**src/hw/adc_pkg.sv**
```systemverilog
// package: register map, field layout, timing constants and carriers for the async dram block
package adc_pkg;
  localparam logic [11:0] OFS_CTRL  = 12'h100;
  localparam logic [11:0] OFS_BLK0  = 12'h108;
  localparam logic [11:0] OFS_MASK0 = 12'h10c;
  localparam logic [11:0] OFS_BLK1  = 12'h110;
  localparam logic [11:0] OFS_MASK1 = 12'h114;
  localparam logic [11:0] OFS_STAT  = 12'h118;
  localparam int CTRL_SYNC = 15;
  localparam int CTRL_NAM  = 13;
  localparam int CTRL_RRA  = 11;
  localparam int CTRL_RRP  = 9;
  localparam int CTRL_RC   = 0;
  localparam int BLK_BA    = 18;
  localparam int BLK_RE    = 15;
  localparam int BLK_CAS   = 12;
  localparam int BLK_RP    = 10;
  localparam int BLK_RNE   = 9;
  localparam int BLK_RCD   = 8;
  localparam int BLK_EDO   = 6;
  localparam int BLK_PS    = 4;
  localparam int BLK_PM    = 2;
  localparam int MASK_VALID = 0;
  localparam logic [31:0] CTRL_WMASK = 32'h0000bfff;
  localparam logic [31:0] BLK_WMASK  = 32'hfffcbf7c;
  localparam logic [31:0] MASK_WMASK = 32'hfffc0001;
  localparam logic [31:0] RESET_VAL  = 32'h00000000;
  localparam int REF_SHIFT = 4;
  localparam int REF_RRA_BASE = 2;
  localparam int CYC_BASE = 1;
  localparam logic [1:0] PS_32 = 2'h0;
  localparam logic [1:0] PS_8  = 2'h1;
  localparam logic [1:0] PM_RESERVED = 2'h2;
  typedef struct packed {
    logic        req;
    logic        write;
    logic [31:0] addr;
  } adc_access_t;
  typedef struct packed {
    logic [1:0] hit;
    logic       busy;
    logic       refreshing;
    logic       ref_pend;
  } adc_status_t;
endpackage : adc_pkg

```
**src/hw/adc_refresh_timer.sv**
```systemverilog
// shared refresh interval counter
`timescale 1ns/1ps
`default_nettype none
module adc_refresh_timer #(
  parameter int CW = 9
) (
  // clocking
  input  wire logic          pclk,
  input  wire logic          presetn,
  input  wire logic          ce,
  // setup and request
  input  wire logic [CW-1:0] count,
  input  wire logic          enable,
  output logic               tick
);
  localparam int TW = CW + adc_pkg::REF_SHIFT;
  logic [TW-1:0] cnt_r;
  logic [TW-1:0] limit;
  // interval is (count+1)*16 clocks
  assign limit = {count, {adc_pkg::REF_SHIFT{1'b1}}};

  always_ff @(posedge pclk or negedge presetn) begin
    if (!presetn) begin
      cnt_r <= '0;
      tick  <= 1'b0;
    end else if (ce) begin
      tick <= 1'b0;
      if (!enable) begin
        cnt_r <= '0;
      end else if (cnt_r >= limit) begin
        cnt_r <= '0;
        tick  <= 1'b1;
      end else begin
        cnt_r <= cnt_r + 1'b1;
      end
    end
  end

  a_tick_spacing: assert property (@(posedge pclk) disable iff (!presetn)
    ce && enable && cnt_r == limit |=> tick)
    else $error("refresh tick missing at interval end");
endmodule : adc_refresh_timer
`default_nettype wire

```
**src/hw/adc_block_hit.sv**
```systemverilog
// address hit decode for one dram block
`timescale 1ns/1ps
`default_nettype none
module adc_block_hit (
  // configuration
  input  wire logic [31:0] blk_cfg,
  input  wire logic [31:0] mask_cfg,
  // bus address
  input  wire logic [31:0] addr,
  output logic             hit
);
  localparam int BW = 32 - adc_pkg::BLK_BA;
  logic [BW-1:0] diff;
  // set mask bits drop out of the compare
  assign diff = (blk_cfg[31:adc_pkg::BLK_BA] ^ addr[31:adc_pkg::BLK_BA])
              & ~mask_cfg[31:adc_pkg::BLK_BA];
  assign hit = mask_cfg[adc_pkg::MASK_VALID] && (diff == '0);
endmodule : adc_block_hit
`default_nettype wire

```
**src/hw/adc_ctrl.sv**
```systemverilog
// async dram configuration, refresh sequencing and strobe timing
`timescale 1ns/1ps
`default_nettype none
module adc_ctrl #(
  parameter int RC_W = 9
) (
  // clocking
  input  wire logic        pclk,
  input  wire logic        presetn,
  input  wire logic        ce,
  // apb slave
  input  wire logic        psel,
  input  wire logic        penable,
  input  wire logic        pwrite,
  input  wire logic [11:0] paddr,
  input  wire logic [31:0] pwdata,
  output logic [31:0]      prdata,
  output logic             pready,
  output logic             pslverr,
  // processor access request
  input  wire logic        acc_req,
  input  wire logic        acc_write,
  input  wire logic [31:0] acc_addr,
  output logic             acc_done,
  // dram pins
  output logic [1:0]       ras_n,
  output logic [3:0]       cas_n,
  output logic             dram_we_n,
  output logic             col_mux,
  // configuration status
  output logic             sync_mode,
  output logic [1:0]       blk_port_size0,
  output logic [1:0]       blk_port_size1,
  output logic [1:0]       blk_edo
);
  logic [31:0] ctrl_r, blk0_r, blk1_r, mask0_r, mask1_r;
  logic [1:0]  hit;
  logic        tick;
  logic        ref_pend_r;
  logic [2:0]  cnt_r;
  logic        sel_r;
  adc_pkg::adc_access_t acc_in;
  adc_pkg::adc_status_t stat;

  typedef enum {ST_IDLE, ST_RCD, ST_CAS, ST_PRE, ST_REF, ST_REF_PRE} adc_state_t;
  adc_state_t state_r;

  function automatic logic [2:0] code_cycles(input logic [1:0] code, input int base);
    code_cycles = 3'(code) + 3'(base);
  endfunction : code_cycles

  function automatic logic [31:0] wr_field(input logic [31:0] old, input logic [31:0] d,
                                           input logic [31:0] m);
    wr_field = (old & ~m) | (d & m);
  endfunction : wr_field

  assign acc_in = '{req: acc_req, write: acc_write, addr: acc_addr};

  adc_block_hit u_hit0 (.blk_cfg(blk0_r), .mask_cfg(mask0_r), .addr(acc_in.addr), .hit(hit[0]));
  adc_block_hit u_hit1 (.blk_cfg(blk1_r), .mask_cfg(mask1_r), .addr(acc_in.addr), .hit(hit[1]));

  // one counter for both blocks
  adc_refresh_timer #(.CW(RC_W)) u_ref (
    .pclk(pclk), .presetn(presetn), .ce(ce),
    .count(ctrl_r[adc_pkg::CTRL_RC +: RC_W]),
    .enable(blk0_r[adc_pkg::BLK_RE] | blk1_r[adc_pkg::BLK_RE]),
    .tick(tick)
  );

  logic wr_en, rd_en;
  assign wr_en = psel && penable && pwrite;
  assign rd_en = psel && !penable && !pwrite;

  // register writes; sync mode is sticky until reset
  always_ff @(posedge pclk or negedge presetn) begin
    if (!presetn) begin
      ctrl_r  <= adc_pkg::RESET_VAL;
      blk0_r  <= adc_pkg::RESET_VAL;
      blk1_r  <= adc_pkg::RESET_VAL;
      mask0_r <= adc_pkg::RESET_VAL;
      mask1_r <= adc_pkg::RESET_VAL;
    end else if (ce && wr_en) begin
      case (paddr)
        adc_pkg::OFS_CTRL: begin
          ctrl_r <= wr_field(ctrl_r, pwdata, adc_pkg::CTRL_WMASK);
          if (ctrl_r[adc_pkg::CTRL_SYNC]) ctrl_r[adc_pkg::CTRL_SYNC] <= 1'b1;
        end
        // reserved page code is kept out of the register
        adc_pkg::OFS_BLK0: if (pwdata[adc_pkg::BLK_PM +: 2] != adc_pkg::PM_RESERVED)
                             blk0_r <= wr_field(blk0_r, pwdata, adc_pkg::BLK_WMASK);
        adc_pkg::OFS_BLK1: if (pwdata[adc_pkg::BLK_PM +: 2] != adc_pkg::PM_RESERVED)
                             blk1_r <= wr_field(blk1_r, pwdata, adc_pkg::BLK_WMASK);
        adc_pkg::OFS_MASK0: mask0_r <= wr_field(mask0_r, pwdata, adc_pkg::MASK_WMASK);
        adc_pkg::OFS_MASK1: mask1_r <= wr_field(mask1_r, pwdata, adc_pkg::MASK_WMASK);
        default: ;
      endcase
    end
  end

  logic known;
  always_comb begin
    case (paddr)
      adc_pkg::OFS_CTRL, adc_pkg::OFS_BLK0, adc_pkg::OFS_MASK0,
      adc_pkg::OFS_BLK1, adc_pkg::OFS_MASK1, adc_pkg::OFS_STAT: known = 1'b1;
      default: known = 1'b0;
    endcase
  end

  // apb answers in the access cycle, zero wait states
  always_ff @(posedge pclk or negedge presetn) begin
    if (!presetn) begin
      prdata  <= '0;
      pready  <= 1'b0;
      pslverr <= 1'b0;
    end else if (ce) begin
      pready  <= psel && !penable;
      pslverr <= psel && !penable && !known;
      if (rd_en) begin
        case (paddr)
          adc_pkg::OFS_CTRL:  prdata <= ctrl_r;
          adc_pkg::OFS_BLK0:  prdata <= blk0_r;
          adc_pkg::OFS_MASK0: prdata <= mask0_r;
          adc_pkg::OFS_BLK1:  prdata <= blk1_r;
          adc_pkg::OFS_MASK1: prdata <= mask1_r;
          adc_pkg::OFS_STAT:  prdata <= {27'h0000000, stat};
          default:            prdata <= '0;
        endcase
      end
    end
  end

  assign stat = '{hit: hit, busy: (state_r != ST_IDLE),
                  refreshing: (state_r == ST_REF), ref_pend: ref_pend_r};

  // refresh request held until the sequencer is idle, then taken, or dropped in sync mode; a new tick wins over the take
  always_ff @(posedge pclk or negedge presetn) begin
    if (!presetn) begin
      ref_pend_r <= 1'b0;
    end else if (ce) begin
      if (tick) ref_pend_r <= 1'b1;
      else if (state_r == ST_IDLE && ref_pend_r) ref_pend_r <= 1'b0;
    end
  end

  logic [31:0] cur;
  assign cur = sel_r ? blk1_r : blk0_r;
  logic short_cas;
  assign short_cas = cur[adc_pkg::BLK_CAS +: 2] == 2'h0;

  // access and refresh sequencer; refresh only starts from idle, after precharge
  always_ff @(posedge pclk or negedge presetn) begin
    if (!presetn) begin
      state_r  <= ST_IDLE;
      cnt_r    <= '0;
      sel_r    <= 1'b0;
      acc_done <= 1'b0;
    end else if (ce) begin
      acc_done <= 1'b0;
      case (state_r)
        ST_IDLE: begin
          if (ref_pend_r && !ctrl_r[adc_pkg::CTRL_SYNC]) begin
            state_r <= ST_REF;
            cnt_r   <= code_cycles(ctrl_r[adc_pkg::CTRL_RRA +: 2], adc_pkg::REF_RRA_BASE);
          end else if (acc_in.req && |hit && !ctrl_r[adc_pkg::CTRL_SYNC]) begin
            sel_r   <= hit[1];
            state_r <= ST_RCD;
            cnt_r   <= {2'h0, (hit[1] ? blk1_r[adc_pkg::BLK_RCD] : blk0_r[adc_pkg::BLK_RCD])} + 3'h1;
          end
        end
        ST_RCD: begin
          if (cnt_r <= 3'h1) begin
            state_r <= ST_CAS;
            cnt_r   <= code_cycles(cur[adc_pkg::BLK_CAS +: 2], adc_pkg::CYC_BASE);
          end else cnt_r <= cnt_r - 3'h1;
        end
        ST_CAS: begin
          if (cnt_r <= 3'h1) begin
            state_r  <= ST_PRE;
            acc_done <= 1'b1;
            cnt_r    <= code_cycles(cur[adc_pkg::BLK_RP +: 2], adc_pkg::CYC_BASE);
          end else cnt_r <= cnt_r - 3'h1;
        end
        ST_PRE, ST_REF_PRE: begin
          if (cnt_r <= 3'h1) state_r <= ST_IDLE;
          else cnt_r <= cnt_r - 3'h1;
        end
        ST_REF: begin
          if (cnt_r <= 3'h1) begin
            state_r <= ST_REF_PRE;
            cnt_r   <= code_cycles(ctrl_r[adc_pkg::CTRL_RRP +: 2], adc_pkg::CYC_BASE);
          end else cnt_r <= cnt_r - 3'h1;
        end
        default: state_r <= ST_IDLE;
      endcase
    end
  end

  // strobes update on the falling edge, from the sequencer state
  logic [1:0] ras_nxt;
  logic       cas_nxt;
  always_comb begin
    ras_nxt = 2'h3;
    cas_nxt = 1'b0;
    case (state_r)
      ST_RCD: ras_nxt[sel_r] = 1'b0;
      ST_CAS: begin
        cas_nxt = 1'b1;
        // early row negate in last column clock, page mode code 0 only, not for single-clock column
        if (!(cur[adc_pkg::BLK_RNE] && !short_cas && cnt_r <= 3'h1
              && cur[adc_pkg::BLK_PM +: 2] == 2'h0)) ras_nxt[sel_r] = 1'b0;
      end
      ST_REF: ras_nxt = ~{blk1_r[adc_pkg::BLK_RE], blk0_r[adc_pkg::BLK_RE]};
      default: ;
    endcase
  end

  always_ff @(negedge pclk or negedge presetn) begin
    if (!presetn) begin
      ras_n     <= 2'h3;
      cas_n     <= 4'hf;
      dram_we_n <= 1'b1;
    end else if (ce) begin
      ras_n     <= ras_nxt;
      cas_n     <= cas_nxt ? 4'h0 : 4'hf;
      dram_we_n <= !(cas_nxt && acc_in.write);
    end
  end

  // configuration outputs registered
  always_ff @(posedge pclk or negedge presetn) begin
    if (!presetn) begin
      col_mux        <= 1'b0;
      sync_mode      <= 1'b0;
      blk_port_size0 <= adc_pkg::PS_32;
      blk_port_size1 <= adc_pkg::PS_32;
      blk_edo        <= 2'h0;
    end else if (ce) begin
      col_mux        <= (state_r == ST_CAS) && !ctrl_r[adc_pkg::CTRL_NAM];
      sync_mode      <= ctrl_r[adc_pkg::CTRL_SYNC];
      blk_port_size0 <= blk0_r[adc_pkg::BLK_PS +: 2];
      blk_port_size1 <= blk1_r[adc_pkg::BLK_PS +: 2];
      blk_edo        <= {blk1_r[adc_pkg::BLK_EDO], blk0_r[adc_pkg::BLK_EDO]};
    end
  end

  a_sync_sticky: assert property (@(posedge pclk) disable iff (!presetn)
    ctrl_r[adc_pkg::CTRL_SYNC] |=> ctrl_r[adc_pkg::CTRL_SYNC])
    else $error("sync mode left without reset");
  a_nam_nomux: assert property (@(posedge pclk) disable iff (!presetn)
    ce && ctrl_r[adc_pkg::CTRL_NAM] && $stable(ctrl_r) |=> !col_mux)
    else $error("column mux active with no-mux set");
  a_ref_waits: assert property (@(posedge pclk) disable iff (!presetn)
    state_r == ST_PRE |=> state_r != ST_REF)
    else $error("refresh entered during precharge");
  a_ref_len: assert property (@(posedge pclk) disable iff (!presetn)
    ce && state_r == ST_IDLE && ref_pend_r && !ctrl_r[adc_pkg::CTRL_SYNC]
      && ctrl_r[adc_pkg::CTRL_RRA +: 2] == 2'h0 |=> cnt_r == 3'h2)
    else $error("refresh row strobe length wrong");
  a_rrp_len: assert property (@(posedge pclk) disable iff (!presetn)
    ce && state_r == ST_REF && cnt_r <= 3'h1 |=>
      cnt_r == code_cycles(ctrl_r[adc_pkg::CTRL_RRP +: 2], adc_pkg::CYC_BASE))
    else $error("refresh precharge length wrong");
  a_hit_valid: assert property (@(posedge pclk) disable iff (!presetn)
    !mask0_r[adc_pkg::MASK_VALID] |-> !hit[0])
    else $error("hit on invalid block");
  a_cas_len: assert property (@(posedge pclk) disable iff (!presetn)
    ce && state_r == ST_RCD && cnt_r <= 3'h1 |=>
      cnt_r == code_cycles(cur[adc_pkg::BLK_CAS +: 2], adc_pkg::CYC_BASE))
    else $error("column strobe length wrong");
  a_no_reserved_pm: assert property (@(posedge pclk) disable iff (!presetn)
    blk0_r[adc_pkg::BLK_PM +: 2] != adc_pkg::PM_RESERVED)
    else $error("reserved page mode stored");
endmodule : adc_ctrl
`default_nettype wire

```
**config.mk**
```make
export PLATFORM = sky130hd
export DESIGN_NAME = adc_ctrl
export DESIGN_NICKNAME = d
export VERILOG_FILES = /design/src/hw/adc_pkg.sv /design/src/hw/adc_refresh_timer.sv /design/src/hw/adc_block_hit.sv /design/src/hw/adc_ctrl.sv
export SDC_FILE = /design/constraint.sdc
export NUM_CORES = 1
export LEC_CHECK = 0
export ABC_AREA = 1
export BUFFER_PORTS_ARGS = -buffer_cell sky130_fd_sc_hd__buf_2
export CAP_MARGIN = 20
export CORE_MARGIN = 2
export CORE_UTILIZATION = 62
export CTS_CLUSTER_SIZE = 28
export DETAILED_ROUTE_END_ITERATION = 10
export PLACE_DENSITY_LB_ADDON = 0.05
export SLEW_MARGIN = 20
export SYNTH_ARGS = -nofsm -noshare
export SYNTH_HDL_FRONTEND = slang
export SYNTH_SLANG_ARGS = --single-unit
```
**constraint.sdc**
```tcl
create_clock -name pclk -period 3.7 [get_ports pclk]
set_input_delay 0.185 -clock pclk [delete_from_list [all_inputs] [get_ports pclk]]
set_output_delay 0.185 -clock pclk [all_outputs]
set_load 0.03 [all_outputs]
```
==> impl.org <==
** Yosys
- Of the total synthesized cell area, the portion taken by full adders, half adders and majority gates is 0.02356.
- After technology mapping, the gate count stands at 1099.
- Of the total synthesized cell area, the portion taken by AND, OR, NAND and NOR gates is 0.2344.
- Counting flops and latches in the post-synthesis netlist gives between 150 and 200.
- Async set-or-reset flop fraction in the synthesized netlist :: 1.000
- After synthesis, the share of cell area in mux cells is 0.003829.
- Primary flip-flop cell chosen by synthesis mapping :: sky130_fd_sc_hd__dfrtp_1
- The synthesized design contains 0 enable-type register cells.
- Xor-xnor portion of the synthesized cell area :: 0.009277
- Synthesis Warnings :: 0
- Main combinational cell family by area after synthesis :: simple AND/OR/NAND/NOR gates
- Post-synth net total :: 1199
- After synthesis the cells add up to 8497 µm².
- Number of distinct standard cells referenced by the synthesized netlist :: 46
- Each instance of the synthesized netlist takes up on average approximately 7.7 µm².
- Register area share after synthesis :: 0.4836
- The fraction of the mapped netlist area in compound gates is 0.1487.

** Layout
- Of the cells placed in the final design, the portion with a size suffix greater than 1 is 0.1597.
- Commonest cells after routing, fill and taps aside :: sky130_fd_sc_hd__nand2_1 (342), sky130_fd_sc_hd__inv_1 (164), sky130_fd_sc_hd__dfrtp_1 (160)
- Number of diodes added for antenna fixing :: 0
- Most common library cell in the layout ignoring fill and taps :: sky130_fd_sc_hd__nand2_1
- From synthesis to final layout, the design area changed by 15.42%.
- Net count reported at finish :: between 1000 and 1500
- Final cell utilization of the core :: 0.7376
- Layout filler cell count :: about 1000

** Drt
- ANT nets after route :: 0
- Average wire length per cell after detail routing :: ~15 µm
- Number of optimization iterations in the first detailed-route pass :: 5
- In the routed layout, each cell is associated on average with a via count of ~5.4.
- Iteration-0 DRC Markers :: about 630
- Post-route DRC violation count :: 0
- Summed over all layers, the routed wires come to 21520 µm.
- Detailed-route via count :: 7541

** Placement
- At the placement stage, the worst setup path has a slack of around 260 ps.
- The HPWL after detailed placement is approximately 15000 µm.
- Routability-driven placement finished with a final weighted congestion of a little over 0.9.
- In this run the tool buffered the top-level ports with 112 buffer cells.

** Floorplanning
- Die ar. :: roughly 15000 µm²
- The die is 121.1 µm wide.
- Floorplan Core Area :: approximately 13000 µm²
- Effective utilization at floorplan :: 0.6391
- Measured along the y axis, the die boundary spans about 120 µm.
- For this design the top-level I/O count stands at 134.
- Number of cell rows :: 42

** Timing
- Measured against its own limit, the worst slew margin works out to 0.3176.
- The clock arrives with between 20 and 30 ps of skew.
- For the pin with the worst max-slew slack, the measured transition is between 1000 and 1500 ps.
- The number of hold violations in the final report is 0.
- The count of pins over their slew limit came to 0.
- The worst path meets setup with ~250 ps of slack.
- Setup repair after global routing left no endpoint under its margin.
- Final setup violating endpoints :: 0
- Adding up every negative setup slack in the final design gives 0 ps.

** Global routing
- For this run the aggregate overflow at the end of global routing stands at 0.
- Entering global routing, the biggest net connects approximately 160 pins.
- In the global route stage, overall resource usage came out at 0.3137.
- Initial antenna violation count :: 2
- Wire length of the first global-routing pass :: about 35000 µm
- Number of global-route vias before repair :: between 7000 and 8000

** Power and ir drop
- In this run the power spent charging and discharging nets is between 0.8 and 0.9 mW.
- Design internal power :: roughly 2.9 mW
- Of the total power, the share spent switching nets is 0.2292.
- The completed layout was analyzed and its total power is 3.716 mW.
- For this design the static power due to leakage is about 4.9 nW.
- Part of the total power dissipated in sequential elements :: 0.485
- IR analysis of the VDD net gives a maximum drop of 0.0002933 V.
- Proportion of power drawn by the clock network :: 0.466
- Of the total power, combinational logic draws 0.050.
- Power density of the placed cells :: 378.9 nW/µm²

** Run status
- The run finished with clean final reports.

** Worst setup path
- The worst register-to-register path has a setup slack of 250 ps.
- CP Data Required Time :: roughly 2200 ps
- Kind of launch point of the worst setup path :: flop
- The worst register-to-register path ends at ras_n[1].
- The critical path in this run is classified as reg2reg.
- The worst register-to-register path has a depth of 9.
- Critical path peak fanout :: 4
- Crit path arrival time :: about 2000 ps
- In this run the critical register-to-register path is launched from sel_r.
- Element type at the critical path end :: flop

** Min path
- Launch instance of the worst min-delay path :: pwdata[5]
- Class of the worst hold path :: in2reg
- Along the worst hold path, the cell count comes to 3.
- The path with the worst hold slack has its endpoint at blk0_r[5].

** Clock tree
- H-Tree Depth :: 4
- Maximum root-to-sink buffer count :: 2
- TritonCTS built the clock tree.
- Clock latency on the worst-skew pair, taken at its later pin, is 450 ps.
- Clock Pin Slew Worst Setup and Hold Paths :: approximately 70 ps
- Sinks on the clock net :: 164
- Clock Root Buffer :: sky130_fd_sc_hd__clkbuf_16
- Buffers inserted during clock tree synthesis total 17.

** Job
- Max-capacitance violation count :: 0
-- layout make-up --
cell class,instances,area [µm²],area share
sequential,164,4109,0.4190
inverter,165,621.8,0.06341
timing repair buffer,126,691.9,0.07055
clock buffer,19,442.9,0.04516
clock inverter,17,148.9,0.01518
multi-input combinational,730,3572,0.3643
tap,176,220.2,0.02245
-- worst max-delay path, cell delays in order (launching register included) --
cell	delay [ps]
sky130_fd_sc_hd__dfrtp_1	370
sky130_fd_sc_hd__inv_1	120
sky130_fd_sc_hd__or2_2	130
sky130_fd_sc_hd__o21a_1	160
sky130_fd_sc_hd__inv_1	50
sky130_fd_sc_hd__ha_1	190
sky130_fd_sc_hd__nor3_1	180
sky130_fd_sc_hd__nand2_1	80
sky130_fd_sc_hd__nand2_1	120
sky130_fd_sc_hd__o22a_1	150
-- flip-flops by register name, indices dropped and copies added, names as in the netlist, 2 cells and up --
name,flops
blk_port_size1,2
blk1_r,26
ctrl_r,15
blk_port_size0,2
blk0_r,26
prdata,30
u_ref.cnt_r,13
blk_edo,2
mask1_r,15
ras_n,2
state_r,3
cnt_r,3
mask0_r,15
-- Yosys cell counts, drive strengths merged (9+ instances only) --
master	count	area (µm²)
buf	22	131.4
o22ai	13	81.33
inv	166	625.6
clkbuf	17	63.81
o21ai	167	862.1
dfrtp	160	4004
nand4	9	56.30
nand3	47	240.2
ha	16	200.2
nand2	350	1339
a21oi	33	165.2
nor2	50	226.5
-- power by group through the flow --
| stage | registers [mW] | clock network [mW] | logic [mW] |
|---|---|---|---|
| global placement | 1.83 | 0.00841 | 0.181 |
| detailed placement | 1.83 | 0.00841 | 0.183 |
| CTS | 1.80 | 1.74 | 0.186 |
| floorplan | 1.84 | 0.00841 | 0.0720 |
| global route | 1.80 | 1.82 | 0.208 |
| finish | 1.80 | 1.73 | 0.184 |
-- routing by layer --
layer,wire length (µm),GRT usage,up-vias
met1,8872,0.3921,3509
met3,1309,0.06438,57
met4,758,0.1359,2
met2,10570,0.5284,248
li1,-,-,3725
met5,13,0,-
-- metrics by stage --
step	instances	hold WS, ps	area (µm²)
after floorplan	1099	-110.6	8497
after global placement	1359	12.58	9184
after detailed placement	1359	12.94	9184
after CTS	1397	36.13	9802
after global routing	1397	59.92	9807
final	1397	38.74	9807
-- cells by family after synthesis --
group,after synthesis
simple gates,470
compound gates,232
buf+inv,205
flops,164
fa+ha+maj,16
xor+xnor,9
mux,3
-- worst max path at each step --
stage	startpoint	endpoint	slack [ps]	depth (start not counted)
global route	sel_r	ras_n[1]	100	9
detailed placement	state_r[2]	ras_n[0]	260	8
finish	sel_r	ras_n[1]	250	9
CTS	state_r[2]	ras_n[1]	210	7
floorplan	sel_r	ras_n[1]	370	10
global placement	state_r[2]	ras_n[1]	300	7
-- what timing repair did --
item / in CTS / in global routing
buffers inserted: 0 / 0
gates resized for setup: 0 / 1
hold buffers: 3 / 0
endpoints found under the setup margin: 0 / 1
endpoints found under the hold margin: 7 / 0
(Power assumes the default switching activity.)
